$ cat src/hdl/lwc_regs.svh
// named constants for the lut ram write controller
`ifndef LWC_REGS_SVH
`define LWC_REGS_SVH

// address width of the 32-word form; the 16-word form ties the top bit low
`define LWC_ADDR_BITS      5
// word count of the larger and the smaller primitive
`define LWC_DEPTH_LARGE    32
`define LWC_DEPTH_SMALL    16

// clock period and the address hold after the strobe falls, in ns
`define LWC_CLK_NS         20
`define LWC_HOLD_NS        2
// hold in cycles, rounded up, at least one
`define LWC_HOLD_CYC       (((`LWC_HOLD_NS + `LWC_CLK_NS - 1) / `LWC_CLK_NS) < 1 ? 1 : \
                            ((`LWC_HOLD_NS + `LWC_CLK_NS - 1) / `LWC_CLK_NS))

// johnson phases of the three-bit sequencer
`define LWC_JS_REST        3'h0
`define LWC_JS_P1          3'h1
`define LWC_JS_P2          3'h3
`define LWC_JS_P3          3'h7
`define LWC_JS_P4          3'h6
`define LWC_JS_LAST        3'h4

// phase at which a read samples the settled ram output
`define LWC_JS_SAMPLE      `LWC_JS_P2

// bit positions of the johnson word: feedback msb and the two strobe bits
`define LWC_JS_MSB         2
`define LWC_STB_HI         1
`define LWC_STB_LO         0

// reset values
`define LWC_ADDR_RST       5'h0
`define LWC_BIT_RST        1'h0
`define LWC_READY_RST      1'h1
// level used to raise a one-bit flag
`define LWC_BIT_SET        1'h1

`endif

$ cat src/hdl/lwc_pkg.sv
// types shared by the lut ram write controller
`default_nettype none
package lwc_pkg;

  // controller states
  typedef enum logic [1:0]
  {
    LWC_IDLE  = 2'b00, // waiting for a command
    LWC_READ  = 2'b01, // address steady, waiting to sample
    LWC_WRITE = 2'b10  // johnson-sequenced strobe pulse
  } lwc_state_type;

  // johnson phase word
  typedef logic [2:0] lwc_phase_type;

endpackage
`default_nettype wire

$ cat src/hdl/lwc_seq_if.sv
// carrier between the controller and its johnson sequencer
`default_nettype none
interface lwc_seq_if;

  logic                  run;   // advance while high, rest when low
  lwc_pkg::lwc_phase_type phase; // current johnson phase

  // controller side
  modport ctrl
  (
    output run,
    input  phase
  );

  // sequencer side
  modport seq
  (
    input  run,
    output phase
  );

endinterface
`default_nettype wire

$ cat src/hdl/lwc_ram_ctrl.sv
// synchronous controller driving a lut ram primitive through its pins
`include "lwc_regs.svh"
`default_nettype none
module lwc_ram_ctrl
(
  // clock and reset
  input  wire logic                      clk,
  input  wire logic                      sys_rst,
  // user command port
  input  wire logic                      cmdValid,
  input  wire logic                      cmdWrite,
  input  wire logic [`LWC_ADDR_BITS-1:0] cmdAddr,
  input  wire logic                      cmdData,
  output var  logic                      cmdReady,
  // user answer port
  output var  logic                      rspValid,
  output var  logic                      rspData,
  // ram primitive pins
  output var  logic [`LWC_ADDR_BITS-1:0] ramAddr,
  output var  logic                      ramDataIn,
  output var  logic                      ramWriteEn,
  input  wire logic                      ramDataOut
);

  // sequencer link
  lwc_seq_if seqIf ();

  lwc_johnson_seq uSeq
  (
    .clk     (clk),
    .sys_rst (sys_rst),
    .seqIf   (seqIf)
  );

  // strobe decode: two adjacent johnson bits, so only one input moves while the sequencer runs
  function automatic logic strobeDecode(input lwc_pkg::lwc_phase_type ph);
    strobeDecode = ph[`LWC_STB_HI] & ph[`LWC_STB_LO];
  endfunction

  // phase compare used by both access kinds
  function automatic logic atPhase(input lwc_pkg::lwc_phase_type ph,
                                   input lwc_pkg::lwc_phase_type want);
    atPhase = (ph == want);
  endfunction

  lwc_pkg::lwc_state_type        state_r;      // controller state
  lwc_pkg::lwc_state_type        state_nxt;
  logic [`LWC_ADDR_BITS-1:0]     addr_r;       // address held on the ram pins
  logic [`LWC_ADDR_BITS-1:0]     addr_nxt;
  logic                          wdata_r;      // data held on the ram input
  logic                          wdata_nxt;
  logic                          strobe_r;     // write strobe, active high
  logic                          strobe_nxt;
  logic                          ready_r;      // command port ready
  logic                          ready_nxt;
  logic                          rspValid_r;   // one-cycle answer pulse
  logic                          rspValid_nxt;
  logic                          rspData_r;    // sampled ram output
  logic                          rspData_nxt;

  // end of an access: a read ends once the output has settled for two
  // phases, a write once the strobe has fallen and a hold phase has passed
  function automatic logic accessDone(input lwc_pkg::lwc_state_type st,
                                      input lwc_pkg::lwc_phase_type ph);
    case (st)
      lwc_pkg::LWC_READ:
      begin
        accessDone = atPhase(ph, `LWC_JS_SAMPLE);
      end
      lwc_pkg::LWC_WRITE:
      begin
        accessDone = atPhase(ph, `LWC_JS_LAST);
      end
      default:
      begin
        accessDone = `LWC_BIT_RST; // idle has nothing to finish
      end
    endcase
  endfunction

  // decodes shared by the three groups below
  logic                          takeCmd;      // command accepted at this edge
  logic                          answerDue;    // last cycle of the access

  // sequencer runs only while an access is under way
  assign seqIf.run = (state_r != lwc_pkg::LWC_IDLE);

  // a command is taken only while idle and ready; one offered while busy is
  // simply dropped, so the user keeps cmdValid up until it sees cmdReady
  assign takeCmd = cmdValid && ready_r && (state_r == lwc_pkg::LWC_IDLE);

  // the answer falls on a fixed johnson phase for each access kind
  assign answerDue = accessDone(state_r, seqIf.phase);

  // control group: state and ready
  always_comb
  begin
    state_nxt = state_r;
    ready_nxt = ready_r;
    case (state_r)
      lwc_pkg::LWC_IDLE:
      begin
        // the access kind is fixed at the take edge and held to the end
        if (takeCmd)
        begin
          ready_nxt = `LWC_BIT_RST;
          if (cmdWrite)
          begin
            state_nxt = lwc_pkg::LWC_WRITE;
          end
          else
          begin
            state_nxt = lwc_pkg::LWC_READ;
          end
        end
      end
      lwc_pkg::LWC_READ,
      lwc_pkg::LWC_WRITE:
      begin
        // ready returns with the answer, so the next command can be taken
        // in the very cycle that the answer stands
        if (answerDue)
        begin
          ready_nxt = `LWC_READY_RST;
          state_nxt = lwc_pkg::LWC_IDLE;
        end
      end
      default:
      begin
        // an unused code falls back to idle rather than locking up
        state_nxt = lwc_pkg::LWC_IDLE;
        ready_nxt = `LWC_READY_RST;
      end
    endcase
  end

  // control group registers, synchronous reset
  always_ff @(posedge clk)
  begin
    if (sys_rst)
    begin
      state_r <= lwc_pkg::LWC_IDLE;
      ready_r <= `LWC_READY_RST;
    end
    else
    begin
      state_r <= state_nxt;
      ready_r <= ready_nxt;
    end
  end

  // ram pin group: address, data and strobe
  always_comb
  begin
    addr_nxt   = addr_r;
    wdata_nxt  = wdata_r;
    strobe_nxt = `LWC_BIT_RST; // strobe low in idle and reads
    // address and data move only at the take edge, with the strobe low
    if (takeCmd)
    begin
      addr_nxt = cmdAddr;
      if (cmdWrite)
      begin
        wdata_nxt = cmdData;
      end
    end
    // strobe is a flop fed by a hazard-free decode, never a gated
    // counter, so even a tiny glitch cannot reach the ram
    if (state_r == lwc_pkg::LWC_WRITE)
    begin
      strobe_nxt = strobeDecode(seqIf.phase);
    end
  end

  // ram pin group registers; the address stays put until the next take,
  // which covers the hold after the strobe falls with a whole cycle to spare
  always_ff @(posedge clk)
  begin
    if (sys_rst)
    begin
      addr_r   <= `LWC_ADDR_RST;
      wdata_r  <= `LWC_BIT_RST;
      strobe_r <= `LWC_BIT_RST;
    end
    else
    begin
      addr_r   <= addr_nxt;
      wdata_r  <= wdata_nxt;
      strobe_r <= strobe_nxt;
    end
  end

  // answer group: one-cycle valid pulse and the held sample
  always_comb
  begin
    rspValid_nxt = `LWC_BIT_RST;
    rspData_nxt  = rspData_r;
    // a read samples the settled output, a write reads back the new word
    if (answerDue)
    begin
      rspData_nxt  = ramDataOut;
      rspValid_nxt = `LWC_BIT_SET;
    end
  end

  // answer group registers, synchronous reset
  always_ff @(posedge clk)
  begin
    if (sys_rst)
    begin
      rspValid_r <= `LWC_BIT_RST;
      rspData_r  <= `LWC_BIT_RST;
    end
    else
    begin
      rspValid_r <= rspValid_nxt;
      rspData_r  <= rspData_nxt;
    end
  end

  // every output straight from a flop; ram output is a plain input since
  // the primitive always drives it
  assign cmdReady   = ready_r;
  assign rspValid   = rspValid_r;
  assign rspData    = rspData_r;
  assign ramAddr    = addr_r;  // for the 16-word form keep addr msb low
  assign ramDataIn  = wdata_r;
  assign ramWriteEn = strobe_r;

endmodule
`default_nettype wire

$ cat src/hdl/lwc_johnson_seq.sv
// three-bit johnson phase counter, one bit changes per step
`include "lwc_regs.svh"
`default_nettype none
module lwc_johnson_seq
(
  // clock and reset
  input wire logic clk,
  input wire logic sys_rst,
  // link to the controller
  lwc_seq_if.seq   seqIf
);

  lwc_pkg::lwc_phase_type phase_r;   // registered phase
  lwc_pkg::lwc_phase_type phase_nxt; // next phase

  // shift the inverted msb in; one bit per step keeps decodes hazard free
  always_comb
  begin
    if (seqIf.run)
    begin
      phase_nxt = {phase_r[`LWC_JS_MSB-1:0], ~phase_r[`LWC_JS_MSB]};
    end
    else
    begin
      phase_nxt = `LWC_JS_REST; // idle rests at the all-zero phase
    end
  end

  // register only
  always_ff @(posedge clk)
  begin
    if (sys_rst)
    begin
      phase_r <= `LWC_JS_REST;
    end
    else
    begin
      phase_r <= phase_nxt;
    end
  end

  assign seqIf.phase = phase_r;

endmodule
`default_nettype wire

$ cat config.mk
export PLATFORM = sky130hd
export DESIGN_NAME = lwc_ram_ctrl
export DESIGN_NICKNAME = d
export VERILOG_FILES = /design/src/hdl/lwc_pkg.sv /design/src/hdl/lwc_seq_if.sv /design/src/hdl/lwc_ram_ctrl.sv /design/src/hdl/lwc_johnson_seq.sv
export VERILOG_INCLUDE_DIRS = /design/src /design/src/hdl
export SDC_FILE = /design/constraint.sdc
export NUM_CORES = 1
export LEC_CHECK = 0
export BUFFER_PORTS_ARGS = -buffer_cell sky130_fd_sc_hd__buf_2
export CAP_MARGIN = 30
export CORE_MARGIN = 2
export CORE_UTILIZATION = 45
export CTS_CLUSTER_DIAMETER = 100
export CTS_CLUSTER_SIZE = 8
export DETAILED_ROUTE_END_ITERATION = 10
export MAX_ROUTING_LAYER = met4
export PLACE_DENSITY = 0.85
export SYNTH_ARGS = -nofsm -noshare
export SYNTH_HDL_FRONTEND = slang
export SYNTH_SLANG_ARGS = --single-unit
$ cat constraint.sdc
create_clock -name clk -period 2 [get_ports clk]
set_input_delay 0.3 -clock clk [delete_from_list [all_inputs] [get_ports clk]]
set_output_delay 0.3 -clock clk [all_outputs]
set_load 0.05 [all_outputs]
==> summary.txt, run 1 <==
Worst hold path
  – Hold Crit Class: in2reg
  – Hold path startpoint: ramDataOut
  – Min-Delay Endpoint: rspData$_SDFFE_PP0P_
  – Cells on Worst Hold Path: 3

Routing
  – # DRC: 0
  – Final wirelength: 1150 µm
  – Vias per inst: 5.15
  – Via count: 494
  – First-iteration detailed-routing DRC count: 7
  – Wire per inst: 12.0 µm
  – Final ANT Viol Nets: 0
  – First-pass iteration count of the detailed router: 4

Synth
  – Largest family of logic cells by synthesized area: simple AND/OR/NAND/NOR gates
  – Number of synthesized register bits: 15
  – Seq/Total Area, Yosys: 47.9%
  – Synthesized netlist cell count: 59
  – Ys async rst share: 0%
  – Synth Area in XOR/XNOR: 1.40%
  – Synth Area in Simple Gates: 20.6%
  – Synth Flop Type: dfxtp_1
  – Multiplexer area fraction after synthesis: 11.2%
  – Cell variety after synth: 25
  – Mean Syn Cell Area: 10.6 µm²
  – Syn Nets: 73
  – Synth warnings: 0
  – Netlist Area Pre-Place: 627 µm²
  – EDFF count, synth: 0
  – Complex-gate fraction of the synthesized area: 9.18%
  – Adder-cell area share of the yosys netlist: 5.99%

Clock network
  – Clock sinks: 15
  – Later-pin clock latency in the skew report: 0.28 ns
  – Post-CTS Setup Bufs: 0
  – Post-CTS sizing: 0
  – CTS tree: done
  – Clk pin slew, worst setup/hold paths: 0.08 ns
  – H-tree depth: 1
  – CTS Hold Bufs: 0
  – Clk buf depth: 2
  – CTS Buf Count: 3
  – Root buf cell: clkbuf_4

STA
  – Final number of hold-violating endpoints: 0
  – Final Cycle Share: 74.4%
  – Worst clock skew: 0.00260 ns
  – Final Max Slew Viols: 0
  – Crit path time final: 1.49 ns
  – RSZ-0062 raised after global routing: no
  – Max Clk Rate: 672 MHz
  – Worst Max-Slew Pin Slew: 0.298 ns
  – Max-slew headroom: 80.1%
  – # setup viols final: 0
  – Final setup TNS: 0 ns

Critical path
  – Worst setup EP type: flip-flop
  – Stages on the worst setup path: 5
  – Reg2Reg Depth: 5
  – Critical path type: reg2reg
  – Crit-path cells: inv_1 > ha_1 > nand3_4 > or3_1 > o32ai_1
  – Slowest CP cell: ha_1
  – Worst endpoint data arrival time: 1.67 ns
  – Worst r2r src: state_r[0]$_SDFFE_PP0P_
  – Worst setup SP type: flip-flop
  – Worst reg2reg setup slack: 0.51 ns
  – Critical path's top delay family: simple AND/OR/NAND/NOR gates
  – R2R Path End: state_r[0]$_SDFFE_PP0P_
  – CP max stage delay: 0.35 ns
  – Crit path buf inv count: 1
  – CP required: 2.19 ns
  – Critical path origin: state_r[0]$_SDFFE_PP0P_
  – Worst Path Max Fanout: 7

Power
  – Peak supply drop: 0.540 mV
  – Power, Total: 700 µW
  – PD cells: 917 nW/µm²
  – P_leak: 0.000390 µW

Global routing
  – Initial antenna violation count: 0
  – Largest net degree at the start of global routing: 16
  – Grt total ovfl: 0
  – Gr usage total: 18.7%
  – Number of global-route vias before repair: 478
  – First-pass GRT wire length: 1930 µm

Layout
  – Commonest non-fill, non-tap cell in the layout: buf_2
  – Fillers: 129
  – Share of post-route cells with drive strength above 1: 34.6%
  – Nets: 96
  – Synthesis-to-layout area growth: 21.8%
  – Commonest non-fill, non-tap cells in the layout: buf_2, dfxtp_1, nor2_1
  – Antenna diodes: 0

Status
  – Outcome: complete, no violations

Floorplanning
  – Die Ht: 41.3 µm
  – Initial core utilization: 48.2%
  – Num ports: 21
  – CORE AREA: 1300 µm²
  – Die X: 41.3 µm
  – Std-Cell Rows: 13
  – Total Die Area: 1710 µm²

Placement
  – Port-buffer cells: 20
  – Routability Congestion: 0.715
  – Hpwl dp: 911 µm

Flow run
  – Max-cap violations: 0
-- cells by family after synthesis --
kind of cell / Yosys count
AOI/OAI and AO/OA: 7
xor gates and xnor gates: 1
adders and majority gates: 3
buffers and inverters: 6
DFF: 15
muxes: 7
and+or+nand+nor: 20
-- report_power, final --
part | switching (µW) | leakage, µW | internal [µW]
sequential | 16.8 | 0.000122 | 322
clock | 91.1 | 0.0000150 | 77.4
combinational | 125 | 0.000253 | 67.2
-- metal layers --
metal | part of all wire (%) | vias to the layer above | GRT usage (%)
li1 | - | 250 | -
met1 | 42 | 222 | 20.9
met2 | 50 | 20 | 30.9
met3 | 6.6 | 2 | 4.79
met4 | 0.61 | 0 | 9.68
met5 | 0 | - | -
-- sequential cells by signal (all words and copies together) (netlist names) --
name / cells
rspData: 1
uSeq.seqIf.phase: 3
rspValid: 1
ramDataIn: 1
ramAddr: 5
cmdReady: 1
ramWriteEn: 1
state_r: 2
-- how the worst max path moves through the flow --
stage	end	slack, ns
floorplan	state_r[0]$_SDFFE_PP0P_	0.57
CTS	state_r[0]$_SDFFE_PP0P_	0.48
detailed placement	state_r[0]$_SDFFE_PP0P_	0.51
finish	state_r[0]$_SDFFE_PP0P_	0.51
global route	state_r[0]$_SDFFE_PP0P_	0.42
global placement	rspData$_SDFFE_PP0P_	0.56
-- cells in the mapped netlist, drive strengths merged (2+ instances only) --
cell	number	share of area (%)
ha	3	6.0
dfxtp	15	48
nor2	8	4.8
inv	4	2.4
nor3b	3	4.4
o32ai	2	2.8
mux2i	7	11
-- worst reg2reg max path, delay by kind of cell, from the launching register on --
family | cells | cell delay, ns
AND/OR/NAND/NOR | 2 | 0.50
buffers and inverters | 1 | 0.11
adder cells (fa/ha/maj) | 1 | 0.35
AO/OA/AOI/OAI | 1 | 0.13
flip-flops | 1 | 0.31
-- per-stage QoR --
stage	hold slack [ns]	instance area, µm²	utilization, %	setup slack [ns]	cells
finish	0.250	763	58.7	0.512	96
global route	0.251	763	58.7	0.423	96
CTS	0.242	763	58.7	0.478	96
detailed placement	0.458	737	56.6	0.511	92
global placement	0.455	737	56.6	0.558	92
floorplan	0.376	627	-	0.565	59
-- area by class of cell --
cell class	count	area, µm²	area share (%)
Inverter	4	15.0	1.97
Tap cell	15	18.8	2.46
Clock buffer	4	26.3	3.44
Multi-Input combinational cell	38	303	39.7
Timing Repair Buffer	20	100	13.1
Sequential cell	15	300	39.3
No activity file was read; power rests on OpenSTA's default activity.
==> run 2, diff against run 1 <==
ABC_AREA = 1   (was unset)
clock period = 1.44 ns   (was 2 ns; I/O delays follow)
==> run 2 against run 1 <==
Compared with the run above: utilization is 0.061 points higher; power grew 50%; non-clock buffer count unchanged; critical path depth is 3 higher; sequential cell count unchanged; register-to-register slack worse by 0.40 ns; largest cell class is now flip-flops and latches; wire length up 6.2%; global-route usage is 2.3 points lower; die area decreased by 2.9%; critical path type unchanged; fmax increased by 12%; combinational power is 73% higher.
==> summary.txt, run 2 <==
Status
  – Outcome: complete, no violations

Routing
  – Routed wl met3: 67 µm (-12%)
  – First-iteration detailed-routing DRC count: 15 (+8)
  – First-pass iteration count of the detailed router: 4 (unchanged)
  – # DRC: 0 (unchanged)
  – Wire per inst: 10.5 µm (-12%)
  – Met1 wire length: 541 µm (+11%)
  – Metal2 WL: 595 µm (+2.9%)
  – Uppermost layer routed: met4
  – Via count: 552 (+12%)
  – Final ANT Viol Nets: 0 (unchanged)
  – Final wirelength: 1220 µm (+6.2%)
  – Vias per inst: 4.76 (-7.5%)

Layout
  – Commonest non-fill, non-tap cell in the layout: buf_2
  – Reg area: 302 µm² (+0.42%)
  – Max reg flops: 5 (unchanged)
  – Synthesis-to-layout area growth: 24.3%
  – Commonest non-fill, non-tap cells in the layout: buf_2, nand2_1, dfxtp_1
  – Share of post-route cells with drive strength above 1: 29.7% (-4.9 points)
  – Antenna diodes: 0 (unchanged)
  – Fillers: 120 (-7.0%)
  – Area of the multi-input gates: 267 µm² (-12%)
  – Fin area: 754 µm² (-1.1%)
  – Nets: 116 (+21%)

Synth
  – Top-count cell post-synth: nand2_1
  – EDFF count, synth: 0 (unchanged)
  – Cell variety after synth: 14 (-44%)
  – Area share of the largest cell type after synthesis: 49.5% (+1.6 points)
  – Number of synthesized register bits: 15 (unchanged)
  – Synth area leaders: dfxtp_1, nand2_1, inv_1
  – Synthesized netlist cell count: 78 (+32%)
  – Syn Nets: 92 (+26%)
  – Synth area leader: dfxtp_1
  – Commonest cells in the netlist: nand2_1, dfxtp_1, inv_1
  – Mean Syn Cell Area: 7.78 µm² (-27%)
  – Ys async rst share: 0% (unchanged)
  – Synth warnings: 0 (unchanged)
  – Synth Flop Type: dfxtp_1
  – Netlist Area Pre-Place: 607 µm² (-3.2%)
  – Seq/Total Area, Yosys: 49.5% (+1.6 points)

Placement
  – Port-buffer cells: 20 (unchanged)
  – Hpwl dp: 910 µm (about the same)
  – Routability Congestion: 0.743 (+4.0%)
  – Placed instance area: 722 µm² (-2.0%)

STA
  – Final Cycle Share: 92.5% (+18 points)
  – Final Max Slew Viols: 0 (unchanged)
  – Max Clk Rate: 750 MHz (+12%)
  – Crit path time final: 1.33 ns (-0.156 ns)
  – # setup viols final: 0 (unchanged)
  – Worst Hold Margin: 0.170 ns (-0.0805 ns)
  – Final number of hold-violating endpoints: 0 (unchanged)
  – Max-slew headroom: 83.5% (+3.4 points)
  – Worst Max-Slew Pin Slew: 0.248 ns (-0.0498 ns)
  – Worst clock skew: 0.00318 ns (+0.000576 ns)

Power
  – P_leak: 0.000370 µW (-5.3%)
  – Clock share of power: 22.0% (-2.1 points)
  – PD cells: 1390 nW/µm² (+52%)
  – Seq pwr share: 46.3% (-2.1 points)
  – Sw Share: 37.4% (+4.1 points)
  – P_sw: 392 µW (+68%)
  – Peak supply drop: 0.570 mV (+5.4%)
  – Internal: 657 µW (+41%)
  – Comb pwr share: 31.7% (+4.2 points)

Global routing
  – Initial antenna violation count: 0 (unchanged)
  – Gr usage total: 16.4% (-2.3 points)
  – Grt total ovfl: 0 (unchanged)
  – First-pass GRT wire length: 1700 µm (-12%)
  – Number of global-route vias before repair: 462 (-3.3%)
  – Largest net degree at the start of global routing: 12 (-4)

Flow run
  – Max-cap violations: 0 (unchanged)

Floorplanning
  – Initial core utilization: 47.2% (-0.95 points)
  – Std-Cell Rows: 13 (unchanged)
  – Total Die Area: 1660 µm² (-2.9%)
  – Die Ht: 40.7 µm (-1.5%)
  – CORE AREA: 1280 µm² (-1.3%)
  – Die X: 40.7 µm (-1.5%)
  – Num ports: 21 (unchanged)

Worst hold path
  – Hold Crit Class: in2reg
  – Min-Delay Endpoint: ramDataIn$_SDFFE_PP0P_
  – Hold path startpoint: cmdData
  – Cells on Worst Hold Path: 3 (unchanged)

Critical path
  – Worst setup EP type: flip-flop
  – Reg2Reg Depth: 8 (+3)
  – R2R Path End: state_r[0]$_SDFFE_PP0P_
  – Worst r2r src: state_r[0]$_SDFFE_PP0P_
  – Critical path type: reg2reg
  – CP required: 1.60 ns (-0.59 ns)
  – Worst endpoint data arrival time: 1.50 ns (-0.17 ns)
  – Worst setup SP type: flip-flop
  – Worst Path Max Fanout: 4 (-3)
  – Worst reg2reg setup slack: 0.11 ns (-0.40 ns)

Clock network
  – Post-CTS Setup Bufs: 0 (unchanged)
  – H-tree depth: 1 (unchanged)
  – Later-pin clock latency in the skew report: 0.27 ns (about the same)
  – CTS Buf Count: 3 (unchanged)
  – Clk pin slew, worst setup/hold paths: 0.08 ns (about the same)
  – Clk buf depth: 2 (unchanged)
  – CTS Hold Bufs: 0 (unchanged)
  – CTS tree: done
  – Root buf cell: clkbuf_4
  – Clock sinks: 15 (unchanged)
run 2: cell types whose count changed in the layout (fill, tap and decap cells not counted), moves of 3 or more:
| cell | previous run | this run |
|---|---|---|
| a21oi_1 | 0 | 8 |
| inv_1 | 4 | 11 |
| mux2i_1 | 7 | 0 |
| nand2_1 | 1 | 19 |
| nand2_2 | 0 | 3 |
| nand3_1 | 0 | 4 |
run 2: metal layers:
| metal | global-route usage (%) | up-vias |
|---|---|---|
| met5 | - | - |
| met4 | 10.0 | 0 |
| met3 | 3.26 | 2 |
| met2 | 28.6 | 19 |
| met1 | 16.8 | 241 |
| li1 | - | 290 |
run 2: area by class of cell:
class	instances	share of cell area (%)
multi-input cells	51	35.3
clock buffers	4	3.48
repair buffers	20	13.3
well taps	15	2.49
flip-flops and latches	15	40.0
inverters	11	5.47
run 2: what timing repair did:
item | CTS | global route
resized for setup | 0 | 3
hold endpoints to repair | 0 | 0
setup endpoints to repair | 0 | 3
run 2: through the flow:
| stage | worst slack [ns] | utilization [%] | cells | total power, µW | TNS, ns |
|---|---|---|---|---|---|
| 2_1_floorplan | 0.101 | - | 78 | 738 | 0 |
| 3_5_place_dp | 0.108 | 56.2 | 112 | 813 | 0 |
| 3_3_place_gp | 0.151 | 56.2 | 112 | 805 | 0 |
| 5_1_grt | -0.00137 | 58.7 | 116 | 1110 | -0.00137 |
| 6_report | 0.108 | 58.7 | 116 | 1050 | 0 |
| 4_1_cts | 0.0651 | 58.2 | 116 | 1050 | 0 |
run 2: critical path: stages (launching register included):
cell and delay (ns):
dfxtp_2 0.33, inv_1 0.10, ha_1 0.19, xor2_1 0.19, nand2_1 0.09, nand2_2 0.11
nand2_2 0.09, nand2_2 0.08, a21oi_2 0.05
run 2: power groups by stage:
stage | registers [µW] | clock network [µW] | logic (µW)
3_3_place_gp | 492 | 0 | 313
4_1_cts | 484 | 243 | 322
5_1_grt | 491 | 259 | 364
2_1_floorplan | 591 | 0 | 147
6_report | 486 | 231 | 332
3_5_place_dp | 494 | 0 | 319
run 2: cell families (layout without fill, tap and decap cells):
| group | count (synthesis) | in the layout | share of synthesized area [%] |
|---|---|---|---|
| and+or+nand+nor | 36 | 36 | 25.8 |
| DFF | 15 | 15 | 49.5 |
| buffers and inverters | 12 | 35 | 7.42 |
| AOI/OAI and AO/OA | 11 | 11 | 9.69 |
| adders and majority gates | 3 | 3 | 6.19 |
| xor gates and xnor gates | 1 | 1 | 1.44 |
run 2: how the worst max path moves through the flow:
| stage | from | endpoint | slack [ns] |
|---|---|---|---|
| after detailed placement | state_r[0]$_SDFFE_PP0P_ | state_r[0]$_SDFFE_PP0P_ | 0.11 |
| after global placement | state_r[0]$_SDFFE_PP0P_ | state_r[0]$_SDFFE_PP0P_ | 0.15 |
| after floorplan | cmdReady$_SDFFE_PP1P_ | state_r[0]$_SDFFE_PP0P_ | 0.10 |
| after global routing | state_r[0]$_SDFFE_PP0P_ | ramAddr[0]$_SDFFE_PP0P_ | -0.001 |
| final | state_r[0]$_SDFFE_PP0P_ | state_r[0]$_SDFFE_PP0P_ | 0.11 |
| after CTS | state_r[0]$_SDFFE_PP0P_ | state_r[0]$_SDFFE_PP0P_ | 0.07 |
==> run 3, diff against run 2 <==
CELL_PAD_IN_SITES_DETAIL_PLACEMENT = 1   (was unset)
CELL_PAD_IN_SITES_GLOBAL_PLACEMENT = 1   (was unset)
CORE_UTILIZATION = 32   (was 45)
GPL_TIMING_DRIVEN = 0   (was unset)
==> run 3 against run 2 <==
Compared with the run above: global-route usage is 1.2 points lower; combinational power grew 6%; critical path depth unchanged; worst hold slack got worse by 0.0020 ns; wire length increased by 22%; largest power group unchanged; highest routed layer unchanged.
==> summary.txt, run 3 (synthesis gave the netlist of run 2 again) <==
Critical path
  – CP max stage delay: 0.34 ns (about the same)
  – Worst setup SP type: flip-flop
  – Slowest CP cell: dfxtp_2
  – Crit path buf inv count: 1 (unchanged)
  – Crit-path cells: inv_2 > ha_2 > xor2_2 > nand2_1 > nand2_2 > nand2_2 > nand2_1 > a21oi_2
  – Critical path's top delay family: simple AND/OR/NAND/NOR gates
  – Worst Path Max Fanout: 4 (unchanged)
  – Critical path type: reg2reg
  – CP required: 1.60 ns (about the same)
  – Worst r2r src: state_r[0]$_SDFFE_PP0P_
  – Worst setup EP type: flip-flop
  – Worst endpoint data arrival time: 1.51 ns (about the same)
  – Critical path origin: state_r[0]$_SDFFE_PP0P_

Status
  – Outcome: complete, no violations

Global routing
  – Largest net degree at the start of global routing: 11 (-1)
  – Number of global-route vias before repair: 508 (+10%)
  – Initial antenna violation count: 0 (unchanged)
  – Grt total ovfl: 0 (unchanged)
  – Gr usage total: 15.2% (-1.2 points)
  – First-pass GRT wire length: 2200 µm (+30%)

Clock network
  – CTS tree: done
  – H-tree depth: 1 (unchanged)
  – CTS Buf Count: 3 (unchanged)
  – Root buf cell: clkbuf_4
  – Clock sinks: 15 (unchanged)
  – Later-pin clock latency in the skew report: 0.28 ns (about the same)
  – CTS Hold Bufs: 0 (unchanged)
  – Clk pin slew, worst setup/hold paths: 0.09 ns (about the same)
  – Clk buf depth: 2 (unchanged)

STA
  – RSZ-0062 raised after global routing: no
  – Worst Max-Slew Pin Slew: 0.490 ns (+0.242 ns)
  – Final setup TNS: 0 ns (unchanged)
  – Final number of hold-violating endpoints: 0 (unchanged)
  – Setup ws final: 0.0898 ns (-0.0177 ns)
  – Max-slew headroom: 67.3% (-16 points)
  – Final Cycle Share: 93.8% (+1.2 points)
  – Crit path time final: 1.35 ns (+0.0177 ns)
  – # setup viols final: 0 (unchanged)
  – Final Max Slew Viols: 0 (unchanged)
  – Max Clk Rate: 741 MHz (-1.3%)
  – Worst clock skew: 0.000588 ns (-0.00259 ns)

Placement
  – Worst Setup Slack post-DPL: 0.0763 ns (-0.0316 ns)
  – Hpwl dp: 1060 µm (+17%)
  – Inst Count DP: 123 (+9.8%)
  – Port-buffer cells: 20 (unchanged)
  – Routability Congestion: 0.678 (-8.7%)

Routing
  – Vias per inst: 4.43 (-6.9%)
  – Via count: 567 (+2.7%)
  – # DRC: 0 (unchanged)
  – Wire per inst: 11.7 µm (+11%)
  – Final ANT Viol Nets: 0 (unchanged)
  – First-iteration detailed-routing DRC count: 9 (-6)
  – Final wirelength: 1490 µm (+22%)
  – First-pass iteration count of the detailed router: 3 (-1)

Layout
  – Util after Layout: 45.0% (-14 points)
  – Max reg flops: 5 (unchanged)
  – Commonest non-fill, non-tap cells in the layout: buf_2, nand2_1, dfxtp_1
  – Synthesis-to-layout area growth: 30.7%
  – Share of post-route cells with drive strength above 1: 35.9% (+6.2 points)
  – Antenna diodes: 0 (unchanged)
  – Fillers: 242 (+100%)
  – Nets: 118 (+1.7%)
  – Commonest non-fill, non-tap cell in the layout: buf_2
  – Final std cells w/o fill: 128 (+10%)

Power
  – Peak supply drop: 0.412 mV (-28%)
  – PD cells: 1360 nW/µm² (-2.5%)
  – P_leak: 0.000371 µW (+0.28%)

Floorplanning
  – Total Die Area: 2260 µm² (+36%)
  – CORE AREA: 1760 µm² (+37%)
  – Num ports: 21 (unchanged)
  – Die Ht: 47.5 µm (+17%)
  – Initial core utilization: 34.4% (-13 points)
  – Std-Cell Rows: 15 (+2)
  – Die X: 47.5 µm (+17%)

Worst hold path
  – Hold Crit Class: in2reg
  – Hold path startpoint: cmdData

Flow run
  – Max-cap violations: 0 (unchanged)
run 3: cell count changes in the layout (fill, tap and decap cells not counted):
cell	delta
ha_1	-2
xor2_2	+1
inv_1	-2
xor2_1	-1
inv_2	+2
clkbuf_1	+1
buf_4	+1
nor2_2	+1
nor2_1	-1
ha_2	+2
run 3: worst paths after layout:
| path | to | slack [ns] | cells past startpoint |
|---|---|---|---|
| setup / recovery | state_r[0]$_SDFFE_PP0P_ | 0.09 | 8 |
| hold / removal | ramDataIn$_SDFFE_PP0P_ | 0.17 | 3 |
| setup reg to reg | state_r[0]$_SDFFE_PP0P_ | 0.09 | 8 |
| hold reg to reg | rspData$_SDFFE_PP0P_ | 0.45 | 2 |
run 3: worst reg2reg max path: cells and delay by family (launching register included):
family	cells	cell delay, ns
AOI/OAI and AO/OA	1	0.05
xor gates and xnor gates	1	0.18
adders and majority gates	1	0.22
buffers and inverters	1	0.08
DFF	1	0.34
and+or+nand+nor	4	0.37
run 3: per-layer routing:
metal,global-route usage (%),part of all wire [%]
met1,18.1,47
met2,23.0,48
met3,2.26,2.5
met4,11.4,2.1
met5,-,0
run 3: where the power goes:
part / switching [µW] / total, µW / leakage [µW] / internal (µW)
Sequential: 28.4 / 485 / 0.000123 / 457
Combinational: 251 / 351 / 0.000233 / 100
Clock: 131 / 239 / 0.0000150 / 108
Total: 410 / 1080 / 0.000371 / 665
run 3: area by class of cell:
type	count	area, µm²	share of cell area [%]
sequential	15	302	38.0
timing repair buffer	21	108	13.6
clock buffer	4	26.3	3.31
tap	25	31.3	3.94
inverter	11	41.3	5.21
buffer	1	3.75	0.473
multi-input combinational	51	282	35.5
run 3: per-stage QoR:
step           power (µW)  hold WS [ns]  instance area (µm²)
3_3_place_gp          809         0.422                  738
3_5_place_dp          821         0.444                  738
6_report             1080         0.168                  793
5_1_grt              1140         0.170                  793
4_1_cts              1070         0.167                  764
2_1_floorplan         738         0.358                  607
run 3: what timing repair did:
item,CTS,global route
resized for setup,0,9
buffers inserted,0,1
hold endpoints to repair,0,0
endpoints found under the setup margin,0,9
